--- src/sds_pkg.sv ---
package sds_pkg;
  // ==========================================================================
  // Sizes
  localparam int NCLS = 8;
  localparam int NGRP = 16;
  // ==========================================================================
  // Register map (byte addresses)
  localparam logic [11:0] ADDR_CTRL = 12'h000;
  localparam logic [11:0] ADDR_STAT = 12'h004;
  localparam logic [11:0] ADDR_WGT_LO = 12'h008;
  localparam logic [11:0] ADDR_WGT_HI = 12'h00C;
  localparam logic [11:0] ADDR_PRIO_MAP = 12'h010;
  localparam logic [11:0] ADDR_PFC = 12'h014;
  localparam logic [5:0] PG_REGION = 6'h01;
  // ==========================================================================
  // Fields
  localparam int CTRL_NSP_LSB = 0;
  localparam int CTRL_DCB_BIT = 4;
  localparam int CTRL_CHA_BIT = 5;
  localparam int STAT_CLS_LSB = 0;
  localparam int STAT_MC_BIT = 3;
  localparam int STAT_ACT_BIT = 4;
  localparam int STAT_ERR_BIT = 8;
  localparam int PG_PFC_BIT = 8;
  // ==========================================================================
  // Reset values
  localparam logic [5:0] CTRL_RST = 6'h00;
  localparam logic [63:0] WGT_RST = 64'h0101010101010101;
  localparam logic [31:0] PRIO_MAP_RST = 32'hFEDCBA98;
  localparam logic [15:0] PG_PFC_RST = 16'h0201;
  localparam logic [7:0] PG_BW_RST = 8'h00;
  localparam logic [3:0] NSP_MAX = 4'h8;
  localparam logic [1:0] RESP_OKAY = 2'h0;
  localparam logic [1:0] RESP_SLVERR = 2'h2;
  // ==========================================================================
  // Scheduler states
  typedef enum logic [2:0] {
    ST_IDLE = 3'b001,
    ST_ADV = 3'b010,
    ST_BUSY = 3'b100
  } sds_state_t;
  // ==========================================================================
  // Helpers
  function automatic logic [31:0] sds_strb(input logic [31:0] old, input logic [31:0] wd,
                                           input logic [3:0] st);
    logic [31:0] r;
    r = old;
    for (int b = 0; b < 4; b++) begin
      if (st[b]) begin
        r[8*b +: 8] = wd[8*b +: 8];
      end
    end
    return r;
  endfunction : sds_strb

  // Highest rank wins; equal rank goes to the higher class index
  function automatic logic [3:0] sds_pick_sp(input logic [7:0] cand, input logic [31:0] rk);
    logic [3:0] best;
    logic [2:0] idx;
    logic hit;
    best = 4'h0;
    idx = 3'h0;
    hit = 1'b0;
    for (int c = 0; c < NCLS; c++) begin
      if (cand[c] && (!hit || rk[4*c +: 4] >= best)) begin
        hit = 1'b1;
        best = rk[4*c +: 4];
        idx = 3'(c);
      end
    end
    return {hit, idx};
  endfunction : sds_pick_sp

  // Next lower candidate below ptr, wrapping from 0 back to 7
  function automatic logic [2:0] sds_next_rr(input logic [7:0] cand, input logic [2:0] ptr);
    logic [2:0] nx;
    logic [2:0] k3;
    nx = ptr;
    for (int k = NCLS; k >= 1; k--) begin
      k3 = 3'(k);
      if (cand[ptr - k3]) begin
        nx = ptr - k3;
      end
    end
    return nx;
  endfunction : sds_next_rr
endpackage : sds_pkg

--- src/sds_scheduler.sv ---
// Contract
// - Eight classes 0..7; higher index means higher priority.
// - Strict queue keeps sending until empty before lower classes are served.
// - Strict count configurable 0..8; top classes strict, rest weighted rotation.
// - With N strict levels class 7 is level N, class 6 level N-1, downward.
// - Strict queues first; rotation only over non-empty queues when strict ones empty.
// - Each rotation queue has a weight; bandwidth shared in proportion.
// - Rotation visits queues in fixed order, wrapping from lowest to highest.
// - Overrun is carried as deficit and subtracted in later rounds.
// - Several physical queues of one class are equal-priority candidates.
// - Multicast class inherits scheduling of the unicast class with same index.
// - Sixteen group entries: policy, weight, relative priority, PFC enable.
// - Groups 15.x are strict; groups 0..7 use deficit weighted rotation.
// - Group priority follows table order, 15.0 highest, group 7 lowest.
// - Reset table: PFC only on 15.0 and 1, zero bandwidth everywhere.
// - Priority table maps each CoS to a group; PFC comes from that group.
// - At most one CoS per PFC group; CoS maps to equal traffic class.
// - Violating mapping flags error and restores the whole group table.
// - Facing a converged host adapter only one strict group is allowed.
//
// Implementation choices: the address map and the AXI4-Lite interface to the registers.
`timescale 1ns/10ps
module sds_scheduler
  import sds_pkg::*;
#(
  parameter int LEN_W = 14,
  parameter int DEF_W = 24,
  parameter int QUANTUM_SHIFT = 8
) (
  input wire logic clk,
  input wire logic rst_b,
  input wire logic [11:0] s_axi_awaddr,
  input wire logic s_axi_awvalid,
  output logic s_axi_awready,
  input wire logic [31:0] s_axi_wdata,
  input wire logic [3:0] s_axi_wstrb,
  input wire logic s_axi_wvalid,
  output logic s_axi_wready,
  output logic [1:0] s_axi_bresp,
  output logic s_axi_bvalid,
  input wire logic s_axi_bready,
  input wire logic [11:0] s_axi_araddr,
  input wire logic s_axi_arvalid,
  output logic s_axi_arready,
  output logic [31:0] s_axi_rdata,
  output logic [1:0] s_axi_rresp,
  output logic s_axi_rvalid,
  input wire logic s_axi_rready,
  input wire logic [7:0] uc_queue_nempty,
  input wire logic [7:0] mc_queue_nempty,
  input wire logic tx_frame_done,
  input wire logic [LEN_W-1:0] tx_frame_bytes,
  output logic grant_valid,
  output logic [2:0] grant_class,
  output logic grant_mc,
  output logic [7:0] class_pfc_en,
  output logic map_error
);
  // ==========================================================================
  // Register bus
  logic aw_hold_q, w_hold_q, bvalid_q, rvalid_q;
  logic [11:0] awaddr_q;
  logic [31:0] wdata_q, rdata_q;
  logic [3:0] wstrb_q;
  logic [1:0] bresp_q, rresp_q;
  logic [5:0] ctrl_q;
  logic [63:0] wgt_q;
  logic [31:0] prio_map_q;
  logic [7:0] pg_bw_q [NGRP];
  logic [15:0] pg_pfc_q;
  logic err_q, chk_q, viol;
  logic [7:0] pfc_en_q;
  logic [31:0] rd_data;
  logic rd_hit;

  wire wr_fire = aw_hold_q && w_hold_q && !bvalid_q;
  wire in_pg = awaddr_q[11:6] == PG_REGION;
  wire [3:0] wr_grp = awaddr_q[5:2];
  wire wr_ctrl = wr_fire && awaddr_q == ADDR_CTRL;
  wire wr_stat = wr_fire && awaddr_q == ADDR_STAT;
  wire wr_wlo = wr_fire && awaddr_q == ADDR_WGT_LO;
  wire wr_whi = wr_fire && awaddr_q == ADDR_WGT_HI;
  wire wr_map = wr_fire && awaddr_q == ADDR_PRIO_MAP;
  wire wr_pg = wr_fire && in_pg;
  wire wr_hit = wr_ctrl || wr_stat || wr_wlo || wr_whi || wr_map || wr_pg;
  wire [31:0] pg_cur = {23'h0, pg_pfc_q[wr_grp], pg_bw_q[wr_grp]};
  wire [31:0] pg_new = sds_strb(pg_cur, wdata_q, wstrb_q);
  wire [31:0] ctrl_new = sds_strb({26'h0, ctrl_q}, wdata_q, wstrb_q);
  wire restore = chk_q && viol;
  // Error flag: set on a bad mapping, cleared by writing one; set wins
  wire err_clr = wr_stat && wstrb_q[1] && wdata_q[STAT_ERR_BIT];

  assign s_axi_awready = !aw_hold_q && !bvalid_q;
  assign s_axi_wready = !w_hold_q && !bvalid_q;
  assign s_axi_bvalid = bvalid_q;
  assign s_axi_bresp = bresp_q;
  assign s_axi_arready = !rvalid_q;
  assign s_axi_rvalid = rvalid_q;
  assign s_axi_rdata = rdata_q;
  assign s_axi_rresp = rresp_q;

  always_ff @(posedge clk or negedge rst_b) begin
    if (!rst_b) begin
      aw_hold_q <= 1'b0;
      w_hold_q <= 1'b0;
      bvalid_q <= 1'b0;
      bresp_q <= RESP_OKAY;
      awaddr_q <= 12'h000;
      wdata_q <= 32'h0;
      wstrb_q <= 4'h0;
    end else begin
      if (s_axi_awvalid && s_axi_awready) begin
        aw_hold_q <= 1'b1;
        awaddr_q <= {s_axi_awaddr[11:2], 2'b00};
      end
      if (s_axi_wvalid && s_axi_wready) begin
        w_hold_q <= 1'b1;
        wdata_q <= s_axi_wdata;
        wstrb_q <= s_axi_wstrb;
      end
      if (wr_fire) begin
        aw_hold_q <= 1'b0;
        w_hold_q <= 1'b0;
        bvalid_q <= 1'b1;
        bresp_q <= wr_hit ? RESP_OKAY : RESP_SLVERR;
      end else if (s_axi_bready) begin
        bvalid_q <= 1'b0;
      end
    end
  end

  // ==========================================================================
  // Configuration storage
  always_ff @(posedge clk or negedge rst_b) begin
    if (!rst_b) begin
      ctrl_q <= CTRL_RST;
      wgt_q <= WGT_RST;
      prio_map_q <= PRIO_MAP_RST;
      err_q <= 1'b0;
      chk_q <= 1'b0;
    end else begin
      if (wr_ctrl) ctrl_q <= ctrl_new[5:0];
      if (wr_wlo) wgt_q[31:0] <= sds_strb(wgt_q[31:0], wdata_q, wstrb_q);
      if (wr_whi) wgt_q[63:32] <= sds_strb(wgt_q[63:32], wdata_q, wstrb_q);
      if (wr_map) prio_map_q <= sds_strb(prio_map_q, wdata_q, wstrb_q);
      chk_q <= wr_map || wr_pg || wr_ctrl;
      err_q <= restore || (err_q && !err_clr);
    end
  end

  // Reset contents double as the restore image after a bad mapping
  always_ff @(posedge clk or negedge rst_b) begin
    if (!rst_b) begin
      pg_pfc_q <= PG_PFC_RST;
      for (int g = 0; g < NGRP; g++) pg_bw_q[g] <= PG_BW_RST;
    end else if (restore) begin
      pg_pfc_q <= PG_PFC_RST;
      for (int g = 0; g < NGRP; g++) pg_bw_q[g] <= PG_BW_RST;
    end else if (wr_pg) begin
      pg_pfc_q[wr_grp] <= pg_new[PG_PFC_BIT];
      pg_bw_q[wr_grp] <= pg_new[7:0];
    end
  end

  // ==========================================================================
  // Per-class scheduling view
  logic [3:0] cls_grp [NCLS];
  logic [7:0] cls_wgt [NCLS];
  logic [31:0] cls_rank;
  logic [7:0] is_sp;
  wire dcb_mode = ctrl_q[CTRL_DCB_BIT];
  wire cha_mode = ctrl_q[CTRL_CHA_BIT];
  wire [3:0] nsp_raw = ctrl_q[CTRL_NSP_LSB +: 4];
  wire [3:0] nsp = nsp_raw > NSP_MAX ? NSP_MAX : nsp_raw;

  for (genvar c = 0; c < NCLS; c++) begin : g_cls
    // Group index 0..7 is 15.0..15.7, 8..15 is group 0..7
    assign cls_grp[c] = prio_map_q[4*c +: 4];
    assign is_sp[c] = dcb_mode ? !cls_grp[c][3]
                    : ({1'b0, 4'(c)} + {1'b0, nsp}) >= {1'b0, NSP_MAX};
    assign cls_rank[4*c +: 4] = dcb_mode ? 4'hF - cls_grp[c] : 4'(c);
    assign cls_wgt[c] = dcb_mode ? pg_bw_q[cls_grp[c]] : wgt_q[8*c +: 8];
  end

  // Mapping check: one CoS per PFC group, one strict group for an adapter
  always_comb begin
    logic [3:0] cnt;
    logic [15:0] sp_used;
    viol = 1'b0;
    cnt = 4'h0;
    sp_used = 16'h0;
    for (int g = 0; g < NGRP; g++) begin
      cnt = 4'h0;
      for (int c = 0; c < NCLS; c++) begin
        if (cls_grp[c] == 4'(g)) cnt = cnt + 4'h1;
      end
      if (pg_pfc_q[g] && cnt > 4'h1) viol = 1'b1;
    end
    for (int c = 0; c < NCLS; c++) begin
      if (!cls_grp[c][3]) sp_used[cls_grp[c]] = 1'b1;
    end
    if (dcb_mode && cha_mode && $countones(sp_used) > 1) viol = 1'b1;
  end

  // ==========================================================================
  // Arbitration
  sds_state_t st_q, st_d;
  logic [2:0] ptr_q, gcls_q;
  logic gmc_q, gvld_q, gdwrr_q;
  logic [7:0] mc_turn_q;
  logic signed [DEF_W-1:0] def_q [NCLS];
  logic signed [DEF_W-1:0] def_d [NCLS];

  // Multicast joins its unicast class as a second queue of equal rank
  wire [7:0] cls_ne = uc_queue_nempty | mc_queue_nempty;
  wire [7:0] sp_cand = is_sp & cls_ne;
  wire [7:0] rr_cand = ~is_sp & cls_ne;
  wire [3:0] sp_pick = sds_pick_sp(sp_cand, cls_rank);
  wire sp_hit = sp_pick[3];
  wire cur_elig = rr_cand[ptr_q] && def_q[ptr_q] > 0;
  wire [2:0] nxt_ptr = sds_next_rr(rr_cand, ptr_q);
  wire [2:0] sel_cls = sp_hit ? sp_pick[2:0] : ptr_q;
  wire dec = st_q == ST_IDLE && (sp_hit || cur_elig);
  wire both_ne = uc_queue_nempty[sel_cls] && mc_queue_nempty[sel_cls];
  wire sel_mc = both_ne ? mc_turn_q[sel_cls] : mc_queue_nempty[sel_cls];
  wire [7:0] w_nz = cls_wgt[nxt_ptr] == 8'h00 ? 8'h01 : cls_wgt[nxt_ptr];
  wire [DEF_W-1:0] quantum = DEF_W'(w_nz) << QUANTUM_SHIFT;
  wire [DEF_W-1:0] charge = DEF_W'(tx_frame_bytes);

  always_comb begin
    st_d = st_q;
    case (st_q)
      ST_IDLE: begin
        if (dec) st_d = ST_BUSY;
        else if (|rr_cand && !sp_hit) st_d = ST_ADV;
      end
      ST_ADV: st_d = ST_IDLE;
      ST_BUSY: begin
        if (tx_frame_done) st_d = ST_IDLE;
      end
      default: st_d = ST_IDLE;
    endcase
  end

  // Deficit: emptied queue forfeits credit, the next one gains its quantum
  always_comb begin
    for (int c = 0; c < NCLS; c++) begin
      def_d[c] = def_q[c];
      if (st_q == ST_ADV) begin
        if (3'(c) == ptr_q && !cls_ne[c]) def_d[c] = '0;
        if (3'(c) == nxt_ptr) def_d[c] = def_d[c] + $signed(quantum);
      end else if (st_q == ST_BUSY && tx_frame_done && gdwrr_q && 3'(c) == gcls_q) begin
        def_d[c] = def_q[c] - $signed(charge);
      end
    end
  end

  always_ff @(posedge clk or negedge rst_b) begin
    if (!rst_b) begin
      for (int c = 0; c < NCLS; c++) def_q[c] <= '0;
    end else begin
      for (int c = 0; c < NCLS; c++) def_q[c] <= def_d[c];
    end
  end

  always_ff @(posedge clk or negedge rst_b) begin
    if (!rst_b) begin
      st_q <= ST_IDLE;
      ptr_q <= 3'h7;
      gvld_q <= 1'b0;
      gcls_q <= 3'h0;
      gmc_q <= 1'b0;
      gdwrr_q <= 1'b0;
      mc_turn_q <= 8'h00;
    end else begin
      st_q <= st_d;
      if (st_q == ST_ADV) ptr_q <= nxt_ptr;
      if (dec) begin
        gvld_q <= 1'b1;
        gcls_q <= sel_cls;
        gmc_q <= sel_mc;
        gdwrr_q <= !sp_hit;
        if (both_ne) mc_turn_q[sel_cls] <= !sel_mc;
      end else if (st_q == ST_BUSY && tx_frame_done) begin
        gvld_q <= 1'b0;
      end
    end
  end

  // ==========================================================================
  // Status and outputs
  always_ff @(posedge clk or negedge rst_b) begin
    if (!rst_b) begin
      pfc_en_q <= 8'h00;
      rvalid_q <= 1'b0;
      rdata_q <= 32'h0;
      rresp_q <= RESP_OKAY;
    end else begin
      for (int c = 0; c < NCLS; c++) pfc_en_q[c] <= pg_pfc_q[cls_grp[c]];
      if (s_axi_arvalid && s_axi_arready) begin
        rvalid_q <= 1'b1;
        rdata_q <= rd_data;
        rresp_q <= rd_hit ? RESP_OKAY : RESP_SLVERR;
      end else if (s_axi_rready) begin
        rvalid_q <= 1'b0;
      end
    end
  end

  wire [11:0] ra = {s_axi_araddr[11:2], 2'b00};
  wire [3:0] rd_grp = ra[5:2];
  wire [31:0] stat_w = {23'h0, err_q, 3'h0, gvld_q, gmc_q, gcls_q};
  wire [31:0] pg_rd = {23'h0, pg_pfc_q[rd_grp], pg_bw_q[rd_grp]};
  assign rd_hit = ra[11:6] == PG_REGION || ra == ADDR_CTRL || ra == ADDR_STAT ||
                  ra == ADDR_WGT_LO || ra == ADDR_WGT_HI || ra == ADDR_PRIO_MAP ||
                  ra == ADDR_PFC;
  assign rd_data = ra[11:6] == PG_REGION ? pg_rd
                 : ra == ADDR_CTRL ? {26'h0, ctrl_q}
                 : ra == ADDR_STAT ? stat_w
                 : ra == ADDR_WGT_LO ? wgt_q[31:0]
                 : ra == ADDR_WGT_HI ? wgt_q[63:32]
                 : ra == ADDR_PRIO_MAP ? prio_map_q
                 : ra == ADDR_PFC ? {24'h0, pfc_en_q}
                 : 32'h0;

  assign grant_valid = gvld_q;
  assign grant_class = gcls_q;
  assign grant_mc = gmc_q;
  assign class_pfc_en = pfc_en_q;
  assign map_error = err_q;

  // ==========================================================================
  // Checks
  // Rank compare kept apart from the picker, so a picker slip shows
  logic [7:0] sp_above;
  for (genvar c = 0; c < NCLS; c++) begin : g_sp_chk
    assign sp_above[c] = sp_cand[c] && cls_rank[4*c +: 4] > cls_rank[4*sel_cls +: 4];
  end
endmodule : sds_scheduler

--- config.mk ---
export PLATFORM = sky130hd
export DESIGN_NAME = sds_scheduler
export DESIGN_NICKNAME = d
export VERILOG_FILES = /design/src/sds_pkg.sv /design/src/sds_scheduler.sv
export SDC_FILE = /design/constraint.sdc
export NUM_CORES = 2
export LEC_CHECK = 0
export BUFFER_PORTS_ARGS = -buffer_cell sky130_fd_sc_hd__buf_4
export CAP_MARGIN = 5
export CORE_UTILIZATION = 65
export DETAILED_ROUTE_END_ITERATION = 6
export PLACE_DENSITY = 0.88
export SYNTH_ARGS = -nofsm -noshare
export SYNTH_HDL_FRONTEND = slang
export SYNTH_SLANG_ARGS = --single-unit
--- constraint.sdc ---
create_clock -name clk -period 26.2 [get_ports clk]
set_clock_uncertainty 0.15 [all_clocks]
set_input_delay 5.24 -clock clk [delete_from_list [all_inputs] [get_ports clk]]
set_output_delay 5.24 -clock clk [all_outputs]
set_load 0.03 [all_outputs]
==> After elaboration in Yosys (flattened, before gate mapping) <==
Cells that the tools add are included.
{ "classes": {"eq_ne": 157, "mul": 0, "muxes": 382, "n_lt_le_gt_ge": 76, "div": 0, "addsub": 165, "reduce_logical": 171, "n_bitwise": 23, "shifts": 0} }
{ "op_table": {"columns": ["operator", "n"], "rows": [
  ["24-bit two-way mux", 42],
  ["4-bit two-way mux", 128],
  ["4-bit by 1-bit adder with 4-bit output, second input constant", 112],
  ["8-bit binary-select mux with 4-bit select", 10],
  ["8-bit two-way mux", 34],
  ["4-bit == test, second input constant", 64],
  ["128-bit two-way mux", 2],
  ["24-bit by 17-bit adder with 24-bit output", 8],
  ["32-bit two-way mux", 6],
  ["24-bit by 15-bit subtractor with 24-bit output", 8],
  ["16-bit two-way mux", 10],
  ["128-bit bitwise mux", 1],
  ["4-bit by 3-bit == test with 1-bit output, second input constant", 32],
  ["16-bit bitwise OR", 7],
  ["1-bit two-way mux", 93],
  ["1-bit logical AND", 75],
  ["24-bit binary-select mux with 3-bit select", 1],
  ["4-bit by 2-bit == test with 1-bit output, second input constant", 16],
  ["4-bit by 1-bit greater-than comparator with 1-bit output, second input constant", 16],
  ["3-bit two-way mux", 17],
  ["5-bit greater-or-equal comparator, second input constant", 10],
  ["4-bit by 5-bit less-than comparator with 1-bit output, second input constant", 10],
  ["4-bit NOT with 5-bit output", 10],
  ["1-bit binary-select mux with 4-bit select", 10],
  ["56 further kinds", 252]
]} }
{ "totals": {"wordCells": 1032, "latchBits": 0, "register_bits": 554, "ramBits": 0, "rom_bits": 0, "mem_count": 0} }

==> Longest topological paths before layout <==
{ "depth": {"word_depth": 42, "mapped_depth": 68, "mapped_depth_nobuf": 62} }

==> Least setup slack after synthesis <==
OpenSTA, ideal clock, no wires.
{ "synth_timing": {"path_type": "input -> register", "from": "input uc_queue_nempty[0]", "to": "register mc_turn_q[0]", "stages": 61, "t_required_ps": 25925, "slack_ps": 9231, "t_arrival_ps": 16694, "path_cell_list": "o21ai_0 nor2_1 ha_1 nand2b_1 a21o_1 a21o_1 a211oi_1 or2_2 clkbuf_1 o21ai_0 ha_1 nand2b_1 a21o_1 a21o_1 a221o_1 and2_1 clkbuf_1 a21oi_1 [... 25 more ...] a21o_1 a21o_1 a21oi_1 a21oi_1 o21a_1 ha_1 nand2b_1 a21o_1 a21o_1 a21oi_1 o22ai_1 o31ai_1 mux2_2 a21boi_0 o22ai_1 mux2i_1 a31o_2 mux2_2"} }
{ "synth_via": {"elab_chain_len": 38, "elab_cells_between_ends": 75, "classes_between": "order compare: 9; mux: 35; bitwise: 3; reduce/logical: 28"} }
{ "synth_rtl": {"columns": ["item", "line_no", "rtl"], "rows": [
  ["start, declared", "sds_scheduler.sv:49", "input wire logic [7:0] uc_queue_nempty,"],
  ["parallel branches: the longest is 38 deep, another holds 4-bit greater-or-equal comparator", null, null],
  ["end signal, assigned by index", "sds_scheduler.sv:283", "if (both_ne) mc_turn_q[sel_cls] <= !sel_mc;"],
  ["end, declared", "sds_scheduler.sv:210", "logic [7:0] mc_turn_q;"]
]} }
Parallel ways; which one is timed is not known. The select of a mux whose other input is x is not followed.
A chain may end at the register's enable or synchronous reset.

==> Worst setup path in the final report <==
{ "layout_timing": {"from": "input uc_queue_nempty[0]", "to": "register mc_turn_q[4]"} }
The elaborated chain is that of the path after synthesis.

==> impl_metrics.csv <==
group,metric,value,unit
run_status,status,"finished, violations left",
run_status,violations,"design-rule violations, max-capacitance violations, max-slew violations",
critical_path,arrival,18.57,ns
clocking,cts_resized,0,
grt,overflow,0,
critical_path,max_stage_delay,0.62,ns
clocking,numCtsBuffers,61,
clocking,clockBufferDepth,3,
detailed_routing,drt-total-wl,203000,um
floorplan,start_util,0.657,
clocking,postCtsSetupBuffers,0,
clocking,postCtsHoldBufs,0,
timing,setup_tns,0,ns
final_layout,drive_gt1_frac,0.203,
power,leakagePower,23.5,nW
floorplan,die_w,296,um
grt,antenna_found_initial,15,
placed_design,dp_hpwl,133000,um
logic_synthesis,netlist_area,0.0561,mm^2
clocking,clock_sink_count,552,
grt,grt_start_max_net_pins,154,
floorplan,row_count,107,
floorplan,dieHeight,296,um
detailed_routing,post-route-drc-count,317,
timing,rsz0062_at_grt,"false",
timing,relSlewSlack,-0.0498,
grt,grt_use_total,0.463,
detailed_routing,first_pass_iters,7,
detailed_routing,via_per_inst,7.68,
flow_run,cap_violations,1,
logic_synthesis,synth_edf_count,0,
power,vdd_drop_max,0.162,mV
detailed_routing,drt_iter0_markers,8717,
critical_path,cpMostUsedCell,"a21o_1",
floorplan,die_area,0.0876,mm^2
timing,drv_slew,8,
timing,finalHoldViolCount,0,
timing,min_period_over_period,0.693,
critical_path,slowest_stage,"o31ai_1",
critical_path,worstPathRequired,26.63,ns
floorplan,top_level_ports,153,
clocking,clock_latency,0.71,ns
logic_synthesis,yosysUniqueCellTypes,109,
critical_path,crit_type,"in -> reg",
power,power_density,86.5,mW/mm^2
clocking,htreeDepth,2,
clocking,root_buffer,"clkbuf_16",
logic_synthesis,synth_flop_cell,"dfrtp_1",
final_layout,layout.nets,6131,
final_layout,design_area,0.0597,mm^2
grt,grt_pass1_wl,305000,um
critical_path,cp_max_fo,7,
logic_synthesis,ys_seq_elements,552,
detailed_routing,drtAntennaViolNets,0,
logic_synthesis,async_flop_share,1.00,
critical_path,critical_path.startpoint_type,"input port",
final_layout,synthToLayoutAreaGrowth,6.39,%
grt,grt_pass1_vias,51226,
timing,worst_pin_slew,1.57,ns
placed_design,placed_cell_area,0.0576,mm^2
detailed_routing,wl_per_cell,29.4,um
floorplan,core,0.0854,mm^2
timing,min_period,18.15,ns
final_layout,final_cell_mix,"522 x nor2_1, 507 x dfrtp_1, 490 x mux4_2, 473 x nand2_1, 330 x ha_1",
logic_synthesis,synth_cells,5852,
logic_synthesis,ys_seq_area_frac,0.247,
critical_path,cp-end-kind,"flip-flop",
placed_design,gp_congestion,1.02,
logic_synthesis,ys_warn_count,0,
min_path,worstHoldPathType,"reg -> reg",
timing,setup_violations,0,
detailed_routing,via_count,52863,
clocking,clk_pin_slew,0.06,ns
critical_path,ff2ff_setup_slack,11.73,ns
clocking,cts_tree,"yes",
logic_synthesis,avgSynthCellArea,9.59,um^2
critical_path,path_buf_inv,3,
final_layout,final_common_cell,"nor2_1",
timing,fmax,55.1,MHz
placed_design,io_buffers,146,
critical_path,crit_family,"compound AO/OA/AOI/OAI gates",
==> metal layers <==
layer	routed length [um]	track usage	vias to the layer above
met4	21600	0.371	33
met2	82900	0.652	4597
li1	-	-	21644
met3	33000	0.230	1592
met5	459	0.0266	-
met1	64500	0.529	24997
==> through the flow <==
step	util	std cells	hold WS, ns	setup slack (ns)	total power, mW
3_3_place_gp	0.674	6755	0.314	7.70	3.98
4_1_cts	0.698	6870	0.336	8.20	5.01
6_report	0.699	6885	0.331	8.05	5.17
3_5_place_dp	0.674	6755	0.322	7.60	4.09
2_1_floorplan	-	5860	0.287	9.23	3.28
5_1_grt	0.699	6874	0.366	7.10	5.39
==> worst min-delay path, delay by kind of cell, from the launching register on <==
family / cells / cell delay (ns)
AO/OA/AOI/OAI: 1 / 0.06
flip-flops: 1 / 0.34
AND/OR/NAND/NOR: 1 / 0.05
==> sequential cells by signal, summed over array words and instances (netlist names), 3 cells and up <==
name / cells
class_pfc_en: 8
prio_map_q: 32
wdata_q: 32
wgt_q: 64
pg_bw_q: 128
wstrb_q: 4
ptr_q: 3
mc_turn_q: 8
s_axi_rdata: 32
ctrl_q: 6
grant_class: 3
pg_pfc_q: 16
st_q: 3
def_q: 192
awaddr_q: 10
==> report_power, final <==
group	internal, mW	switching, mW
Combinational	1.13	1.70
Clock	0.513	0.401
Sequential	1.04	0.379
Total	2.69	2.48
==> path summary, 6_finish.rpt <==
path / start / endpoint / cells past startpoint
setup / recovery: uc_queue_nempty[0] / mc_turn_q[4] / 60
hold / removal: s_axi_rdata[7] / s_axi_rdata[7] / 2
setup reg to reg: ctrl_q[4] / mc_turn_q[4] / 60
hold reg to reg: s_axi_rdata[7] / s_axi_rdata[7] / 2
max in group asynchronous: rst_b / wgt_q[21] / 4
min in group asynchronous: rst_b / def_q[85] / 1
==> cells by family after synthesis <==
group | synth area share
AOI/OAI and AO/OA | 0.146
xor gates and xnor gates | 0.0498
adders and majority gates | 0.0828
buffers and inverters | 0.0522
DFF | 0.247
muxes | 0.257
other | 0.000134
and+or+nand+nor | 0.166
==> cell usage after synthesis (15+ instances only) <==
library cell | count | area, um^2
mux2i_1 | 108 | 1080
a21oi_1 | 250 | 1250
nand3_1 | 131 | 656
nor2_1 | 522 | 1960
nand4_1 | 43 | 269
or4_1 | 28 | 210
clkbuf_1 | 408 | 1530
nor3_1 | 131 | 656
o31ai_1 | 53 | 398
o22ai_1 | 18 | 113
xnor2_1 | 145 | 1270
o31a_1 | 18 | 158
mux2_2 | 203 | 2290
a22o_1 | 27 | 236
buf_1 | 51 | 191
fa_1 | 26 | 521
a211oi_1 | 181 | 1360
and2_1 | 89 | 557
dfrtp_1 | 518 | 13000
nor3b_1 | 15 | 113
xor2_1 | 107 | 937
buf_2 | 26 | 130
mux4_2 | 490 | 11000
o211ai_1 | 32 | 240
nor2b_1 | 73 | 457
or2_2 | 23 | 144
dfstp_2 | 34 | 893
o21a_1 | 24 | 180
or3_1 | 42 | 263
o2111ai_1 | 18 | 158
nand2b_1 | 71 | 444
a31oi_1 | 61 | 382
ha_1 | 330 | 4130
nand2_1 | 473 | 1780
o21ai_0 | 261 | 1310
xnor3_1 | 17 | 383
inv_1 | 265 | 995
and3_1 | 45 | 282
a21boi_0 | 31 | 233
nor4_1 | 68 | 425
a21o_1 | 59 | 443
a22oi_1 | 34 | 255
==> cell type report <==
| class | count | area [um^2] |
|---|---|---|
| clock inverter | 28 | 258 |
| timing repair buffer | 248 | 1900 |
| sequential | 552 | 13900 |
| inverter | 267 | 1000 |
| antenna | 12 | 30.0 |
| fill | 6087 | 25700 |
| tap | 1144 | 1430 |
| clock buffer | 87 | 1790 |
| multi-input combinational | 4547 | 39400 |
No activity file was read; power rests on OpenSTA's default activity.
